**src/design/scp_pkg.sv**
```systemverilog
// constants for the sensor command-mode parser: command codes, answer codes,
// parameter identifiers, field positions, reset values and timing.
// assumes the command framing has already been stripped by the network side.
package scp_pkg;
    // command codes from the controller
    localparam logic [15:0] CMD_ENTER      = 16'h3132;
    localparam logic [15:0] CMD_EXIT       = 16'h3133;
    localparam logic [15:0] CMD_LASER      = 16'h0001;
    localparam logic [15:0] CMD_SET_TASK   = 16'h004B;
    localparam logic [15:0] CMD_GET_TASK   = 16'h0049;
    localparam logic [15:0] CMD_SET_SCAN   = 16'h0053;
    localparam logic [15:0] CMD_SET_USER   = 16'h0059;
    localparam logic [15:0] CMD_GET_USER   = 16'h005B;
    // answer codes
    localparam logic [15:0] RSP_ACK        = 16'h4141;
    localparam logic [15:0] RSP_NAK        = 16'h414E;
    localparam logic [15:0] RSP_TASK       = 16'h004A;
    localparam logic [15:0] RSP_USER       = 16'h005C;
    // user parameter identifiers
    localparam logic [15:0] PID_X_OUTPUT   = 16'h07D4;
    localparam logic [15:0] PID_PAUSE      = 16'h07D8;
    localparam logic [15:0] PID_MEDIAN     = 16'h07DB;
    // user-data word counts
    localparam logic [1:0]  NW_LASER       = 2'h1;
    localparam logic [1:0]  NW_SET_TASK    = 2'h2;
    localparam logic [1:0]  NW_GET_TASK    = 2'h0;
    localparam logic [1:0]  NW_SET_SCAN    = 2'h1;
    localparam logic [1:0]  NW_SET_USER    = 2'h3;
    localparam logic [1:0]  NW_GET_USER    = 2'h1;
    localparam logic [1:0]  NW_MODE        = 2'h0;
    // field positions
    localparam int          FLAG_BIT       = 0;
    localparam int          NIBBLE_MSB     = 3;
    // limits
    localparam logic [3:0]  PAUSE_MAX      = 4'h9;
    // reset / factory values
    localparam logic        RST_LASER      = 1'b1;
    localparam logic [3:0]  RST_TASK       = 4'h0;
    localparam logic [15:0] RST_SCAN       = 16'h0000;
    localparam logic        RST_XSUP       = 1'b0;
    localparam logic [3:0]  RST_PAUSE      = 4'h0;
    localparam logic        RST_MEDIAN     = 1'b0;
    // timing: pause step and clock period in ns
    localparam int          PAUSE_STEP_NS  = 100000;
    localparam int          CLK_PERIOD_NS  = 4;
    localparam int          PAUSE_STEP_CYC = PAUSE_STEP_NS / CLK_PERIOD_NS;

    typedef enum logic [0:0] {
        MODE_MEASURE = 1'b0,
        MODE_COMMAND = 1'b1
    } scp_mode_t;
endpackage

```
**src/design/scp_zf_if.sv**
```systemverilog
// carrier for the z-coordinate stream between the parser and its median filter.
// assumes one z sample per valid cycle, no back-pressure.
`timescale 1ns/100ps
interface scp_zf_if #(parameter int ZW = 16);
    logic          in_valid;
    logic [ZW-1:0] in_z;
    logic          enable;
    logic          out_valid;
    logic [ZW-1:0] out_z;
    modport parser (output in_valid, output in_z, output enable,
                    input out_valid, input out_z);
    modport filter (input in_valid, input in_z, input enable,
                    output out_valid, output out_z);
endinterface

```
**src/design/scp_parser.sv**
```systemverilog
// command-mode interpreter: decodes controller commands, keeps live and saved
// settings, answers each command, and gates the measuring stream.
// assumes a command arrives as one cycle of code plus up to three user words.
`timescale 1ns/100ps
module scp_parser #(
    parameter int ZW             = 16,
    parameter int PAUSE_STEP_CYC = scp_pkg::PAUSE_STEP_CYC
) (
    // clock and reset
    input  wire logic          clk,
    input  wire logic          reset_n,
    // command from the controller
    input  wire logic          cmd_valid,
    input  wire logic [15:0]   cmd_code,
    input  wire logic [1:0]    cmd_words,
    input  wire logic [15:0]   cmd_word0,
    input  wire logic [15:0]   cmd_word1,
    input  wire logic [15:0]   cmd_word2,
    // answer to the controller
    output logic               rsp_valid,
    output logic [15:0]        rsp_code,
    output logic               rsp_has_word,
    output logic [15:0]        rsp_word,
    // device events
    input  wire logic          restart,
    input  wire logic          factory_reset,
    // live settings
    output logic               command_mode,
    output logic               measuring,
    output logic               cascade_out_active,
    output logic               laser_on_flag,
    output logic [3:0]         active_task,
    output logic [15:0]        scan_number,
    output logic               x_suppress_flag,
    output logic               x_output_enable,
    output logic [3:0]         pause_steps,
    output logic [19:0]        pause_cycles,
    output logic               median_enable_flag,
    // saved settings, kept over a restart
    output logic [3:0]         saved_task,
    output logic               saved_x_suppress,
    output logic [3:0]         saved_pause,
    output logic               saved_median,
    output logic               save_strobe,
    // z stream through the median filter
    input  wire logic          z_in_valid,
    input  wire logic [ZW-1:0] z_in,
    output logic               z_out_valid,
    output logic [ZW-1:0]      z_out
);
    scp_pkg::scp_mode_t mode_q;
    scp_pkg::scp_mode_t mode_d;

    logic          laser_q;
    logic [3:0]    task_q;
    logic [15:0]   scan_q;
    logic          xsup_q;
    logic [3:0]    pause_q;
    logic          med_q;
    logic [3:0]    sv_task_q;
    logic          sv_xsup_q;
    logic [3:0]    sv_pause_q;
    logic          sv_med_q;
    logic          save_q;
    logic [19:0]   pcyc_q;
    logic          rv_q;
    logic [15:0]   rc_q;
    logic          rh_q;
    logic [15:0]   rw_q;
    logic          zv_q;
    logic [ZW-1:0] zo_q;

    scp_zf_if #(.ZW(ZW)) zf ();

    // decode
    wire in_cmd    = (mode_q == scp_pkg::MODE_COMMAND);
    wire is_enter  = (cmd_code == scp_pkg::CMD_ENTER)    && (cmd_words == scp_pkg::NW_MODE);
    wire is_exit   = (cmd_code == scp_pkg::CMD_EXIT)     && (cmd_words == scp_pkg::NW_MODE);
    wire is_laser  = (cmd_code == scp_pkg::CMD_LASER)    && (cmd_words == scp_pkg::NW_LASER);
    wire is_stask  = (cmd_code == scp_pkg::CMD_SET_TASK) && (cmd_words == scp_pkg::NW_SET_TASK);
    wire is_gtask  = (cmd_code == scp_pkg::CMD_GET_TASK) && (cmd_words == scp_pkg::NW_GET_TASK);
    wire is_scan   = (cmd_code == scp_pkg::CMD_SET_SCAN) && (cmd_words == scp_pkg::NW_SET_SCAN);
    wire is_suser  = (cmd_code == scp_pkg::CMD_SET_USER) && (cmd_words == scp_pkg::NW_SET_USER);
    wire is_guser  = (cmd_code == scp_pkg::CMD_GET_USER) && (cmd_words == scp_pkg::NW_GET_USER);

    // fields
    wire        flag_w0   = cmd_word0[scp_pkg::FLAG_BIT];
    wire        flag_w1   = cmd_word1[scp_pkg::FLAG_BIT];
    wire        flag_w2   = cmd_word2[scp_pkg::FLAG_BIT];
    wire [3:0]  nib_w0    = cmd_word0[scp_pkg::NIBBLE_MSB:0];
    wire [3:0]  nib_w2    = cmd_word2[scp_pkg::NIBBLE_MSB:0];
    wire        pid_x     = (cmd_word1 == scp_pkg::PID_X_OUTPUT);
    wire        pid_pause = (cmd_word1 == scp_pkg::PID_PAUSE);
    wire        pid_med   = (cmd_word1 == scp_pkg::PID_MEDIAN);
    wire        gid_x     = (cmd_word0 == scp_pkg::PID_X_OUTPUT);
    wire        gid_pause = (cmd_word0 == scp_pkg::PID_PAUSE);
    wire        gid_med   = (cmd_word0 == scp_pkg::PID_MEDIAN);
    wire        pause_ok  = (nib_w2 <= scp_pkg::PAUSE_MAX);
    wire        suser_ok  = pid_x || pid_med || (pid_pause && pause_ok);
    wire        guser_ok  = gid_x || gid_pause || gid_med;

    // task nibble spans all 16 values, so only the word count can reject it
    wire do_enter  = cmd_valid && is_enter && !in_cmd;
    wire do_exit   = cmd_valid && is_exit && in_cmd;
    wire do_laser  = cmd_valid && in_cmd && is_laser;
    wire do_stask  = cmd_valid && in_cmd && is_stask;
    wire do_gtask  = cmd_valid && in_cmd && is_gtask;
    wire do_scan   = cmd_valid && in_cmd && is_scan;
    wire do_suser  = cmd_valid && in_cmd && is_suser && suser_ok;
    wire do_guser  = cmd_valid && in_cmd && is_guser && guser_ok;
    wire do_any    = do_enter || do_exit || do_laser || do_stask || do_gtask
                   || do_scan || do_suser || do_guser;

    wire set_x     = do_suser && pid_x;
    wire set_pause = do_suser && pid_pause;
    wire set_med   = do_suser && pid_med;
    wire persist   = (do_stask && flag_w1) || (do_suser && flag_w0);

    // answer selection
    wire [15:0] guser_val = gid_x     ? {15'h0000, xsup_q}
                          : gid_pause ? {12'h000, pause_q}
                          :             {15'h0000, med_q};
    wire [15:0] ans_code  = !do_any  ? scp_pkg::RSP_NAK
                          : do_gtask ? scp_pkg::RSP_TASK
                          : do_guser ? scp_pkg::RSP_USER
                          :            scp_pkg::RSP_ACK;
    wire [15:0] ans_word  = do_gtask ? {12'h000, task_q} : do_guser ? guser_val : 16'h0000;
    wire        ans_has   = do_gtask || do_guser;

    wire [19:0] pcyc_next = 20'((pause_q + 5'h01) * PAUSE_STEP_CYC);

    always_comb begin
        mode_d = mode_q;
        if (do_enter) begin
            mode_d = scp_pkg::MODE_COMMAND;
        end else if (do_exit) begin
            mode_d = scp_pkg::MODE_MEASURE;
        end
    end

    // mode and answer
    always_ff @(posedge clk or negedge reset_n) begin
        if (!reset_n) begin
            mode_q <= scp_pkg::MODE_MEASURE;
            rv_q   <= 1'b0;
            rc_q   <= 16'h0000;
            rh_q   <= 1'b0;
            rw_q   <= 16'h0000;
            pcyc_q <= 20'h00000;
        end else begin
            mode_q <= mode_d;
            rv_q   <= cmd_valid;
            pcyc_q <= pcyc_next;
            if (cmd_valid) begin
                rc_q <= ans_code;
                rh_q <= ans_has;
                rw_q <= ans_word;
            end
        end
    end

    // live settings; one global copy serves every inspection task
    always_ff @(posedge clk or negedge reset_n) begin
        if (!reset_n) begin
            laser_q <= scp_pkg::RST_LASER;
            task_q  <= scp_pkg::RST_TASK;
            scan_q  <= scp_pkg::RST_SCAN;
            xsup_q  <= scp_pkg::RST_XSUP;
            pause_q <= scp_pkg::RST_PAUSE;
            med_q   <= scp_pkg::RST_MEDIAN;
        end else if (factory_reset) begin
            laser_q <= scp_pkg::RST_LASER;
            task_q  <= scp_pkg::RST_TASK;
            scan_q  <= scp_pkg::RST_SCAN;
            xsup_q  <= scp_pkg::RST_XSUP;
            pause_q <= scp_pkg::RST_PAUSE;
            med_q   <= scp_pkg::RST_MEDIAN;
        end else if (restart) begin
            // unsaved changes are lost; scan number and laser keep running values
            task_q  <= sv_task_q;
            xsup_q  <= sv_xsup_q;
            pause_q <= sv_pause_q;
            med_q   <= sv_med_q;
        end else begin
            if (do_laser) begin
                laser_q <= flag_w0;
            end
            if (do_stask) begin
                task_q <= nib_w0;
            end
            if (do_scan) begin
                scan_q <= cmd_word0;
            end
            if (set_x) begin
                xsup_q <= flag_w2;
            end
            if (set_pause) begin
                pause_q <= nib_w2;
            end
            if (set_med) begin
                med_q <= flag_w2;
            end
        end
    end

    // saved copies, written when the persist flag is one with no restart, or on a factory reset
    always_ff @(posedge clk or negedge reset_n) begin
        if (!reset_n) begin
            sv_task_q  <= scp_pkg::RST_TASK;
            sv_xsup_q  <= scp_pkg::RST_XSUP;
            sv_pause_q <= scp_pkg::RST_PAUSE;
            sv_med_q   <= scp_pkg::RST_MEDIAN;
            save_q     <= 1'b0;
        end else if (factory_reset) begin
            sv_task_q  <= scp_pkg::RST_TASK;
            sv_xsup_q  <= scp_pkg::RST_XSUP;
            sv_pause_q <= scp_pkg::RST_PAUSE;
            sv_med_q   <= scp_pkg::RST_MEDIAN;
            save_q     <= 1'b1;
        end else begin
            save_q <= persist && !restart;
            if (persist && !restart) begin
                if (do_stask) begin
                    sv_task_q <= nib_w0;
                end
                if (set_x) begin
                    sv_xsup_q <= flag_w2;
                end
                if (set_pause) begin
                    sv_pause_q <= nib_w2;
                end
                if (set_med) begin
                    sv_med_q <= flag_w2;
                end
            end
        end
    end

    // z stream: filter only runs while measuring
    assign zf.in_valid = z_in_valid && !in_cmd;
    assign zf.in_z     = z_in;
    assign zf.enable   = med_q;

    scp_median3 #(.ZW(ZW)) u_median (
        .clk     (clk),
        .reset_n (reset_n),
        .zf      (zf.filter)
    );

    always_ff @(posedge clk or negedge reset_n) begin
        if (!reset_n) begin
            zv_q <= 1'b0;
            zo_q <= '0;
        end else begin
            zv_q <= zf.out_valid;
            zo_q <= zf.out_z;
        end
    end

    assign rsp_valid          = rv_q;
    assign rsp_code           = rc_q;
    assign rsp_has_word       = rh_q;
    assign rsp_word           = rw_q;
    assign command_mode       = in_cmd;
    assign measuring          = !in_cmd;
    assign cascade_out_active = !in_cmd;
    assign laser_on_flag      = laser_q;
    assign active_task        = task_q;
    assign scan_number        = scan_q;
    assign x_suppress_flag    = xsup_q;
    assign x_output_enable    = !xsup_q;
    assign pause_steps        = pause_q;
    assign pause_cycles       = pcyc_q;
    assign median_enable_flag = med_q;
    assign saved_task         = sv_task_q;
    assign saved_x_suppress   = sv_xsup_q;
    assign saved_pause        = sv_pause_q;
    assign saved_median       = sv_med_q;
    assign save_strobe        = save_q;
    assign z_out_valid        = zv_q;
    assign z_out              = zo_q;
endmodule

```
**src/design/scp_median3.sv**
```systemverilog
// three-tap median filter for z coordinates, bypassed when disabled.
// assumes samples of one profile arrive in order; history is kept across profiles.
`timescale 1ns/100ps
module scp_median3 #(
    parameter int ZW = 16
) (
    // clock and reset
    input  wire logic  clk,
    input  wire logic  reset_n,
    // sample stream
    scp_zf_if.filter   zf
);
    logic [ZW-1:0] h1_q;
    logic [ZW-1:0] h2_q;
    logic [1:0]    fill_q;
    logic          ov_q;
    logic [ZW-1:0] oz_q;

    // median = max(min(a,b), min(max(a,b),c)) keeps steps, drops single spikes
    wire  [ZW-1:0] lo_ab  = (zf.in_z < h1_q) ? zf.in_z : h1_q;
    wire  [ZW-1:0] hi_ab  = (zf.in_z < h1_q) ? h1_q : zf.in_z;
    wire  [ZW-1:0] mid_c  = (hi_ab < h2_q) ? hi_ab : h2_q;
    wire  [ZW-1:0] med    = (lo_ab > mid_c) ? lo_ab : mid_c;
    wire           primed = (fill_q == 2'h2);
    wire  [ZW-1:0] sel_z  = (zf.enable && primed) ? med : zf.in_z;

    always_ff @(posedge clk or negedge reset_n) begin
        if (!reset_n) begin
            h1_q   <= '0;
            h2_q   <= '0;
            fill_q <= 2'h0;
            ov_q   <= 1'b0;
            oz_q   <= '0;
        end else begin
            ov_q <= zf.in_valid;
            if (zf.in_valid) begin
                h1_q <= zf.in_z;
                h2_q <= h1_q;
                oz_q <= sel_z;
                if (!primed) begin
                    fill_q <= fill_q + 2'h1;
                end
            end
        end
    end

    assign zf.out_valid = ov_q;
    assign zf.out_z     = oz_q;
endmodule

```
**config.mk**
```make
export PLATFORM = sky130hd
export DESIGN_NAME = scp_parser
export DESIGN_NICKNAME = d
export VERILOG_FILES = /design/src/design/scp_pkg.sv /design/src/design/scp_zf_if.sv /design/src/design/scp_parser.sv /design/src/design/scp_median3.sv
export SDC_FILE = /design/constraint.sdc
export NUM_CORES = 1
export LEC_CHECK = 0
export ABC_AREA = 1
export BUFFER_PORTS_ARGS = -buffer_cell sky130_fd_sc_hd__buf_2
export CORE_AREA = 4 4 175 160
export DETAILED_ROUTE_END_ITERATION = 10
export DIE_AREA = 0 0 179 164
export PLACE_DENSITY_LB_ADDON = 0.2
export SYNTH_ARGS = -nofsm -noshare
export SYNTH_HDL_FRONTEND = slang
export SYNTH_HIERARCHICAL = 1
export SYNTH_SLANG_ARGS = --single-unit
```
**constraint.sdc**
```tcl
create_clock -name clk -period 6.58 [get_ports clk]
set_input_delay 1.316 -clock clk [delete_from_list [all_inputs] [get_ports clk]]
set_output_delay 1.316 -clock clk [all_outputs]
set_load 0.02 [all_outputs]
```
==> metrics.md, run 1 <==
| Metric | Value |
|---|---|
| Setup Skew | 10.2 ps |
| Post-synth top area share | 0.378 |
| Fin area | 10,700 µm² |
| Design internal power | 1.84 mW |
| TritonRoute pass-1 iters | 5 |
| Critical Path RT | 6880 ps |
| Initial core utilization | 0.346 |
| Clock root buffer master | clkbuf_16 |
| Tcrit/Tclk final | 0.909 |
| HP Class | flip-flop to flip-flop |
| DR WL/cell | 14.3 µm |
| Core region area | 26,000 µm² |
| DRC viols | 0 |
| GRT Total Usage | 0.165 |
| Die height | 164 µm |
| Vias in the first global route | 7,629 |
| Synth area leaders | dfrtp_1 (38%), ha_1 (11%), nand2_1 (9.9%), inv_1 (5.9%), o21ai_0 (5.0%) |
| Crit path max fanout | 31 |
| IO Pins | 201 |
| Peak VDD IR | 0.151 mV |
| DPL Wire Length | 17.8 mm |
| Seq pwr share | 0.341 |
| Clk pwr share | 0.374 |
| Crit-path slowest cell | ha_1 |
| Worst path bufs/invs | 5 |
| Post-synth top cells | nand2_1 (238), inv_1 (142), dfrtp_1 (136), nor2_1 (116), o21ai_0 (90) |
| Buffers added on ports | 165 |
| DR vias/cell | 4.72 |
| Share of synthesized registers carrying an async set or reset | 1.00 |
| Arr. time, crit path | 6280 ps |
| CTS tree | yes |
| Most frequently used flop master after synthesis | dfrtp_1 |
| Global route overflow | 0 |
| Leak | 5.60 nW |
| Final setup violating endpoints | 0 |
| Final worst setup slack | 599 ps |
| Top-count cell post-synth | nand2_1 |
| Initial antenna violation count | 0 |
| Ys Warns | 6 |
| Pin count of the biggest net entering global routing | 79 |
| Final Critical Period | 5980 ps |
| Die area | 29,400 µm² |
| Layout cells sized above 1 | 0.198 |
| Max-slew violation count | 0 |
| Die X | 179 µm |
| Final Hold Violating Endpoints | 0 |
| H-tree levels | 4 |
| Yosys cell types | 52 |
| EDFF count, synth | 0 |
| Worst setup startpoint | z_in[5] |
| Critical path type | input port to flip-flop |
| RSZ-0062 raised after global routing | false |
| Sw Share | 0.344 |
| Final Net Count | 1,480 |
| TritonCTS buffer count | 17 |
| Status | finished clean |
| DRT iter0 DRCs | 404 |
| Clock transition at path regs | 60 ps |
| Num Clock Sinks | 137 |
| Fmax achieved | 167 MHz |
| PD cells | 263 nW/µm² |
| Seq cells post-synth | 137 |
| CTS Buffer Depth | 2 |
| Worst-Skew Late Latency | 420 ps |
| CP top delay family | simple AND/OR/NAND/NOR gates |
| Routability cong. | 0.890 |
| Maxcap violations | 0 |
| First-pass GRT wire length | 38.8 mm |
| Cell Area, Placed | 10,000 µm² |
| Layout area overhead | 18.8% |
| Worst setup SP type | input port |
| Syn Inst Count | 1,159 |
| Slew HR | 0.443 |
| Total power | 2.81 mW |
| Tightest Pin Transition | 834 ps |
| Ant diodes | 0 |
| Largest area contributor in the netlist | dfrtp_1 |
| Logic pwr share | 0.285 |
| CP endpoint kind | flip-flop |
| Area of the mapped netlist | 9000 µm² |
| Pre-CTS setup slack | 210 ps |
| Sequential share of the synthesized area | 0.381 |
| WL final | 23.9 mm |
| CP max stage delay | 310 ps |
| Hold_sp | u_median/zf.out_valid |
| Cts hold-fix bufs | 0 |
| Avg Cell Area, Syn | 7.77 µm² |
| Site Rows | 56 |
| Most used cell, CP | nand2_1 |
| P_sw | 0.965 mW |
| Setup tns final | 0 ps |
| Post-detailed-route count of antenna-violating nets | 0 |
| RR Startpoint | u_median/h1_q[5] |
| DR vias | 7,910 |
final cells by class:
type | count | area [µm²]
fill | 2717 | 15300
multi-input combinational | 836 | 4730
sequential | 137 | 3430
timing repair buffer | 172 | 897
inverter | 150 | 566
tap | 348 | 435
clock buffer | 17 | 425
clock inverter | 15 | 211
layout by cell type, fill, tap and decap left out, types with 11 or more instances in the layout:
cell,synthesis,final
a21oi_1,76,76
buf_2,4,164
clkbuf_16,0,17
conb_1,1,24
dfrtp_1,136,136
ha_1,77,77
inv_1,142,142
nand2_1,238,238
nand3_1,66,66
nand4_1,28,28
nor2_1,116,114
nor3_1,11,11
o21ai_0,90,89
o21ai_2,12,12
xor2_1,15,15
metrics by stage:
step | util | cells | hold WS (ps)
detailed placement | 0.387 | 1642 | 336
global route | 0.411 | 1675 | 353
CTS | 0.411 | 1674 | 350
finish | 0.411 | 1675 | 348
floorplan | - | 1182 | 331
global placement | 0.387 | 1642 | 334
layer usage:
layer	track usage	part of all wire
met1	0.240	0.51
met4	0.0401	0.011
met2	0.253	0.44
met3	0.0320	0.046
met5	0	0
worst reg2reg max path: cells and delay by family, from the launching register on:
family,cells,cell delay [ps]
simple gates,14,1710
flops,1,380
buf+inv,5,650
compound gates,10,1670
fa+ha+maj,3,850
state kept, by name, indices dropped and copies added, names as in the netlist, 2 cells and up:
| name | flops |
|---|---|
| active_task | 4 |
| pause_cycles | 17 |
| pause_steps | 4 |
| rsp_code | 7 |
| rsp_word | 4 |
| saved_pause | 4 |
| saved_task | 4 |
| scan_number | 16 |
| u_median/fill_q | 2 |
| u_median/h1_q | 16 |
| u_median/h2_q | 16 |
| u_median/zf.out_z | 16 |
| z_out | 16 |
logic make-up (layout without fill, tap and decap cells):
family | after synthesis | after routing | share of synthesized area
and+or+nand+nor | 509 | 510 | 0.258
DFF | 137 | 137 | 0.381
buffers and inverters | 210 | 354 | 0.105
adders and majority gates | 78 | 78 | 0.109
xor gates and xnor gates | 19 | 19 | 0.0185
AOI/OAI and AO/OA | 205 | 205 | 0.128
other | 1 | 24 | 0.000417
repair_timing:
item | in CTS | in global routing
buffers inserted | 0 | 0
endpoints found under the setup margin | 0 | 1
gates resized for setup | 0 | 2
power by group through the flow:
| stage | Combinational [mW] | Clock (mW) | Sequential [mW] |
|---|---|---|---|
| final | 0.801 | 1.05 | 0.956 |
| after global routing | 0.909 | 1.12 | 0.965 |
| after CTS | 0.803 | 1.08 | 0.957 |
| after detailed placement | 0.795 | 0 | 0.972 |
| after global placement | 0.792 | 0 | 0.972 |
| after floorplan | 0.481 | 0 | 1.05 |
final timing paths:
check                           slack (ps)  cells past startpoint                   end
worst max register to register        1210                     32  u_median/zf.out_z[6]
worst min register to register         350                      0           z_out_valid
worst max-delay path                   600                     32  u_median/zf.out_z[6]
min in group asynchronous              930                      1     u_median/h2_q[10]
worst min-delay path                   350                      0           z_out_valid
max in group asynchronous             4370                      2      u_median/h1_q[7]
Note: power is estimated with default switching activity, not from simulation.
==> run 2: changes to the inputs <==
--- a/config.mk
+++ b/config.mk
@@ -7,9 +7,9 @@
 export LEC_CHECK = 0
 export ABC_AREA = 1
 export BUFFER_PORTS_ARGS = -buffer_cell sky130_fd_sc_hd__buf_2
-export CORE_AREA = 4 4 175 160
+export CORE_AREA = 4 4 119 234
 export DETAILED_ROUTE_END_ITERATION = 10
-export DIE_AREA = 0 0 179 164
+export DIE_AREA = 0 0 123 238
 export PLACE_DENSITY_LB_ADDON = 0.2
 export SYNTH_ARGS = -nofsm -noshare
 export SYNTH_HDL_FRONTEND = slang
==> constraint.sdc (replaced) <==
create_clock -name clk -period 7.3 [get_ports clk]
set_input_delay 1.46 -clock clk [delete_from_list [all_inputs] [get_ports clk]]
set_output_delay 1.46 -clock clk [all_outputs]
set_load 0.02 [all_outputs]
==> run 2 against run 1 <==
Compared with the run above:
- die area shrank 0.28%
- clock-buffer cell count increased by 1
- worst hold slack is essentially flat
- combinational power down 8.9%
- sequential power shrank 9.4%
==> metrics.md, run 2 (synthesis gave the netlist of run 1 again) <==
| Metric | Value |
|---|---|
| Status | finished clean |
| Die X | 123 µm (-31%) |
| Global route overflow | 0 (unchanged) |
| Final core occ | 0.410 (-0.00127) |
| Inst Count DP | 1,645 (+0.18%) |
| Final Critical Period | 6350 ps |
| Post-route insts no fill | 1,677 (+0.12%) |
| Critical Path RT | 7620 ps (+740 ps) |
| Setup tns final | 0 ps (unchanged) |
| Crit path max fanout | 31 (unchanged) |
| CP endpoint kind | flip-flop |
| CP max stage delay | 640 ps (+330 ps) |
| Post-detailed-route count of antenna-violating nets | 0 (unchanged) |
| Design internal power | 1.68 mW (-8.9%) |
| Initial antenna violation count | 0 (unchanged) |
| GR Util met3 | 0.0304 (-0.00163) |
| Final Net Count | 1,486 (+0.41%) |
| Logic pwr share | 0.285 (about the same) |
| Ant diodes | 0 (unchanged) |
| Pin count of the biggest net entering global routing | 78 (-1.3%) |
| GR peak layer | met2 |
| Post-CTS Resized | 0 (unchanged) |
| Initial core utilization | 0.344 (-0.00232) |
| DR vias | 8,142 (+2.9%) |
| Critical path type | input port to flip-flop |
| Crit-path slowest cell | a2111oi_4 |
| First-pass GRT wire length | 41.3 mm (+6.4%) |
| TritonRoute pass-1 iters | 5 (unchanged) |
| Worst setup SP type | input port |
| Layout area overhead | 19.2% |
| Buffers added on ports | 165 (unchanged) |
| Worst-Skew Late Latency | 440 ps (+20 ps) |
| Sw Share | 0.344 (about the same) |
| P_sw | 0.880 mW (-8.9%) |
| Most frequent cells in the layout | nand2_1 (238), buf_2 (164), inv_1 (142) |
| Final Hold Violating Endpoints | 0 (unchanged) |
| Slew HR | 0.341 (-0.103) |
| CTS tree | yes |
| Peak VDD IR | 0.157 mV (+4.1%) |
| Maxcap violations | 0 (unchanged) |
| Site Rows | 84 (+50%) |
| DPL Wire Length | 20.5 mm (+15%) |
| Total power | 2.56 mW (-8.9%) |
| DR vias/cell | 4.86 (+2.8%) |
| Leak | 5.63 nW (+0.65%) |
| Clock root buffer master | clkbuf_16 |
| PD cells | 238 nW/µm² (-9.2%) |
| Max-slew violation count | 0 (unchanged) |
| DRT iter0 DRCs | 300 (-26%) |
| H-tree levels | 4 (unchanged) |
| Num Clock Sinks | 137 (unchanged) |
| Worst path bufs/invs | 4 (-1) |
| CTS Buffer Depth | 2 (unchanged) |
| GRT Total Usage | 0.185 (+0.0200) |
| Die height | 238 µm (+45%) |
| DR WL/cell | 15.6 µm (+8.9%) |
| Layout cells sized above 1 | 0.201 (+0.00286) |
| Met2 usage | 0.362 (+0.109) |
| Number of flip-flops in the largest register | 17 (unchanged) |
| Final setup violating endpoints | 0 (unchanged) |
| Cell Area, Placed | 10,100 µm² (+0.35%) |
| IO Pins | 201 (unchanged) |
| Arr. time, crit path | 6670 ps (+390 ps) |
| HP Class | flip-flop to flip-flop |
| Core region area | 26,200 µm² (+0.67%) |
| Fin area | 10,700 µm² (+0.36%) |
| Tightest Pin Transition | 989 ps (+155 ps) |
| Setup bufs post-CTS | 0 (unchanged) |
| Most common cell after layout, fill and taps aside | nand2_1 |
| TritonCTS buffer count | 17 (unchanged) |
| Seq pwr share | 0.339 (-0.002) |
| RSZ-0062 raised after global routing | false |
| Setup Skew | 11.2 ps (+0.978 ps) |
| DRC viols | 0 (unchanged) |
| Grt met1 use | 0.179 (-0.0603) |
| Routability cong. | 0.846 (-5.0%) |
| Fmax achieved | 158 MHz |
| Cts hold-fix bufs | 0 (unchanged) |
| WL final | 26.1 mm (+9.0%) |
| CP top delay family | compound AO/OA/AOI/OAI gates |
| Vias in the first global route | 8,138 (+6.7%) |
| Clk pwr share | 0.376 (+0.002) |
| Clock transition at path regs | 60 ps (about the same) |
| Die area | 29,300 µm² (-0.28%) |
| Tcrit/Tclk final | 0.870 |
-- run 2: cell types whose count changed in the layout (fill, tap and decap cells not counted), sizes merged --
| cell | before | now |
|---|---|---|
| buf | 172 | 179 |
| clkinvlp | 4 | 2 |
| nand2 | 249 | 248 |
| clkbuf | 17 | 18 |
| clkinv | 3 | 4 |
-- run 2: worst reg2reg max path, stage by stage (launching register included) --
cell       delay [ps]
dfrtp_1           370
inv_1             130
ha_1              270
nand2_1            60
inv_1              30
o21ai_1           110
a21oi_1           100
nor2_1            240
nand2_4           250
o21ai_0           390
ha_1              320
nand4_1           200
a21oi_1           150
a2111oi_4         640
nand3_1           210
and2_1            210
ha_1              290
a21oi_1            70
o21a_1            180
o221ai_1          220
a21oi_1           100
o21ai_0           210
nand2_1           110
buf_4             210
o21ai_0           290
inv_1              70
nand2_1            70
nand2_1            50
-- run 2: worst paths after layout --
check,startpoint,to,slack [ps],depth (start not counted)
max in group asynchronous,reset_n,pause_cycles[3],4820,2
setup reg to reg,u_median/h1_q[9],u_median/zf.out_z[9],1650,27
hold / removal,u_median/zf.out_valid,z_out_valid,350,0
hold reg to reg,u_median/zf.out_valid,z_out_valid,350,0
setup / recovery,z_in[9],u_median/zf.out_z[9],950,27
min in group asynchronous,reset_n,pause_cycles[11],1000,1
-- run 2: area by class of cell --
| type | instances | area (µm²) |
|---|---|---|
| inverters | 150 | 566 |
| fillers | 2723 | 15400 |
| repair buffers | 179 | 937 |
| clock buffers | 18 | 439 |
| well taps | 344 | 430 |
| multi-input cells | 835 | 4720 |
| clock inverters | 14 | 210 |
| flip-flops and latches | 137 | 3430 |
-- run 2: power by group through the flow --
| stage | combinational [mW] | sequential (mW) | clock (mW) |
|---|---|---|---|
| 6_report | 0.730 | 0.866 | 0.962 |
| 5_1_grt | 0.827 | 0.875 | 1.02 |
| 4_1_cts | 0.741 | 0.868 | 0.986 |
| 3_5_place_dp | 0.738 | 0.882 | 0 |
| 3_3_place_gp | 0.732 | 0.881 | 0 |
| 2_1_floorplan | 0.433 | 0.943 | 0 |
-- run 2: routing by layer --
layer / up-vias / routed length [µm]
li1: 4072 / -
met1: 3819 / 9010
met2: 212 / 15000
met3: 39 / 1020
met4: 0 / 1070
met5: - / 0
-- run 2: stage by stage --
step / hold WS (ps) / setup WS [ps]
4_1_cts: 350 / 940
3_3_place_gp: 336 / 509
2_1_floorplan: 331 / 1520
3_5_place_dp: 337 / 475
6_report: 347 / 952
5_1_grt: 359 / 497
==> run 3: changes to the inputs <==
--- a/config.mk
+++ b/config.mk
@@ -10,6 +10,7 @@
 export CORE_AREA = 4 4 119 234
 export DETAILED_ROUTE_END_ITERATION = 10
 export DIE_AREA = 0 0 123 238
+export MAX_ROUTING_LAYER = met4
 export PLACE_DENSITY_LB_ADDON = 0.2
 export SYNTH_ARGS = -nofsm -noshare
 export SYNTH_HDL_FRONTEND = slang
==> run 3 against run 2 <==
Compared with the run above:
- final cell count stayed put
- worst setup slack got worse by 19 ps
- wire length rose by 0.18%
- clock skew is essentially flat
- combinational power about the same
- fmax fell by 0.29%
- non-clock buffer count stayed put
- critical path depth stayed put
- design area unchanged
- clock-buffer cell count is the same
==> metrics.md, run 3 (synthesis gave the netlist of run 1 again) <==
| Metric | Value |
|---|---|
| Final Net Count | 1,486 (unchanged) |
| Post-route insts no fill | 1,677 (unchanged) |
| Post-detailed-route count of antenna-violating nets | 0 (unchanged) |
| DR vias | 8,138 (-0.049%) |
| Pin count of the biggest net entering global routing | 78 (unchanged) |
| Worst setup SP type | input port |
| Setup Skew | 10.8 ps (-0.371 ps) |
| Buffers added on ports | 165 (unchanged) |
| R2r setup slk | 1630 ps (-20 ps) |
| Layout area overhead | 19.2% (unchanged) |
| Layout cells sized above 1 | 0.201 (unchanged) |
| Global route overflow | 0 (unchanged) |
| DR vias/cell | 4.85 (about the same) |
| Tcrit/Tclk final | 0.872 (+0.00256) |
| Clock transition at path regs | 60 ps (about the same) |
| Num Clock Sinks | 137 (unchanged) |
| Initial antenna violation count | 0 (unchanged) |
| CP endpoint kind | flip-flop |
| FF+latch area | 3430 µm² (unchanged) |
| PD cells | 238 nW/µm² (about the same) |
| Critical Path RT | 7620 ps (about the same) |
| Leak | 5.63 nW (unchanged) |
| Clock root buffer master | clkbuf_16 |
| RR Startpoint | u_median/h1_q[9] |
| TritonRoute pass-1 iters | 5 (unchanged) |
| Total power | 2.56 mW (about the same) |
| First-pass GRT wire length | 41.3 mm (unchanged) |
| Critical path type | input port to flip-flop |
| Fin area | 10,700 µm² (unchanged) |
| Core region area | 26,200 µm² (unchanged) |
| Vias in the first global route | 8,134 (-0.049%) |
| Site Rows | 84 (unchanged) |
| CTS tree | yes |
| Routability cong. | 0.860 (+1.6%) |
| DRC viols | 0 (unchanged) |
| Setup bufs post-CTS | 0 (unchanged) |
| Tightest Pin Transition | 987 ps (-2.30 ps) |
| Crit-path slowest cell | a2111oi_4 |
| Filler instances | 2,723 (unchanged) |
| Worst reg2reg endpoint | u_median/zf.out_z[9] |
| TritonCTS buffer count | 17 (unchanged) |
| GRT Total Usage | 0.190 (+0.00551) |
| IO Pins | 201 (unchanged) |
| Initial core utilization | 0.344 (unchanged) |
| Final Hold Violating Endpoints | 0 (unchanged) |
| WL final | 26.2 mm (+0.18%) |
| Cts hold-fix bufs | 0 (unchanged) |
| DPL Wire Length | 20.5 mm (unchanged) |
| Setup tns final | 0 ps (unchanged) |
| Crit path max fanout | 31 (unchanged) |
| Post-CTS Resized | 0 (unchanged) |
| Most common cell after layout, fill and taps aside | nand2_1 |
| Worst Hold Path EP | z_out_valid |
| CP max stage delay | 640 ps (about the same) |
| Fmax achieved | 157 MHz (-0.29%) |
| Final Critical Period | 6370 ps (+18.7 ps) |
| Status | finished clean |
| Max-slew violation count | 0 (unchanged) |
| Area of the multi-input gates | 4720 µm² (unchanged) |
| Hold_sp | u_median/zf.out_valid |
| Die X | 123 µm (unchanged) |
| Reg2reg path depth | 27 (unchanged) |
| CP top delay family | compound AO/OA/AOI/OAI gates |
| HP Class | flip-flop to flip-flop |
| DRT iter0 DRCs | 348 (+16%) |
| Die height | 238 µm (unchanged) |
| Number of flip-flops in the largest register | 17 (unchanged) |
| WHS Path Cells | 0 (unchanged) |
| Most frequent cells in the layout | nand2_1 (238), buf_2 (164), inv_1 (142) |
| Worst path bufs/invs | 4 (unchanged) |
| Slew HR | 0.342 (+0.00154) |
| Die area | 29,300 µm² (unchanged) |
| Final setup violating endpoints | 0 (unchanged) |
| Inst Count DP | 1,645 (unchanged) |
| DR WL/cell | 15.6 µm (+0.18%) |
| RSZ-0062 raised after global routing | false |
| Ant diodes | 0 (unchanged) |
| Peak VDD IR | 0.158 mV (+0.35%) |
| Cell Area, Placed | 10,100 µm² (unchanged) |
| CTS Buffer Depth | 2 (unchanged) |
| Worst-Skew Late Latency | 440 ps (about the same) |
| Maxcap violations | 0 (unchanged) |
| H-tree levels | 4 (unchanged) |
| Arr. time, crit path | 6690 ps (+20 ps) |
[run 3: power breakdown]
part           internal (mW)  total, mW  switching [mW]
Sequential             0.831      0.866          0.0352
Clock                  0.590      0.963           0.373
Combinational          0.257      0.730           0.473
[run 3: layout make-up]
type	instances	share of cell area
clock buffer	18	0.0409
clock inverter	14	0.0196
sequential	137	0.320
tap	344	0.0401
timing repair buffer	179	0.0873
inverter	150	0.0527
multi-input combinational	835	0.440
[run 3: worst reg2reg max path, delay by kind of cell (launching register included)]
kind	cells	cell delay, ps
AO/OA/AOI/OAI	11	2470
flip-flops	1	370
AND/OR/NAND/NOR	9	1400
buffers and inverters	4	440
adder cells (fa/ha/maj)	3	880
[run 3: worst max path at each step]
| stage | startpoint | endpoint | slack, ps | cells after the start |
|---|---|---|---|---|
| after global routing | z_in[9] | u_median/zf.out_z[9] | 500 | 30 |
| after floorplan | z_in[9] | u_median/zf.out_z[5] | 1520 | 30 |
| after global placement | z_in[9] | u_median/zf.out_z[9] | 510 | 27 |
| after detailed placement | z_in[9] | u_median/zf.out_z[9] | 480 | 27 |
| final | z_in[9] | u_median/zf.out_z[9] | 930 | 27 |
| after CTS | z_in[9] | u_median/zf.out_z[9] | 940 | 27 |
[run 3: per-stage QoR]
stage          hold slack [ps]   util  setup WS [ps]
6_report                   347  0.410            933
5_1_grt                    359  0.410            496
4_1_cts                    350  0.410            940
3_5_place_dp               337  0.385            475
3_3_place_gp               336  0.385            509
2_1_floorplan              331      -           1520
[run 3: layer usage]
metal / GRT usage / share of wire / vias up
li1: - / - / 4073
met4: 0.0921 / 0.040 / 0
met5: - / 0 / -
met1: 0.183 / 0.35 / 3813
met3: 0.0261 / 0.033 / 42
met2: 0.362 / 0.58 / 210
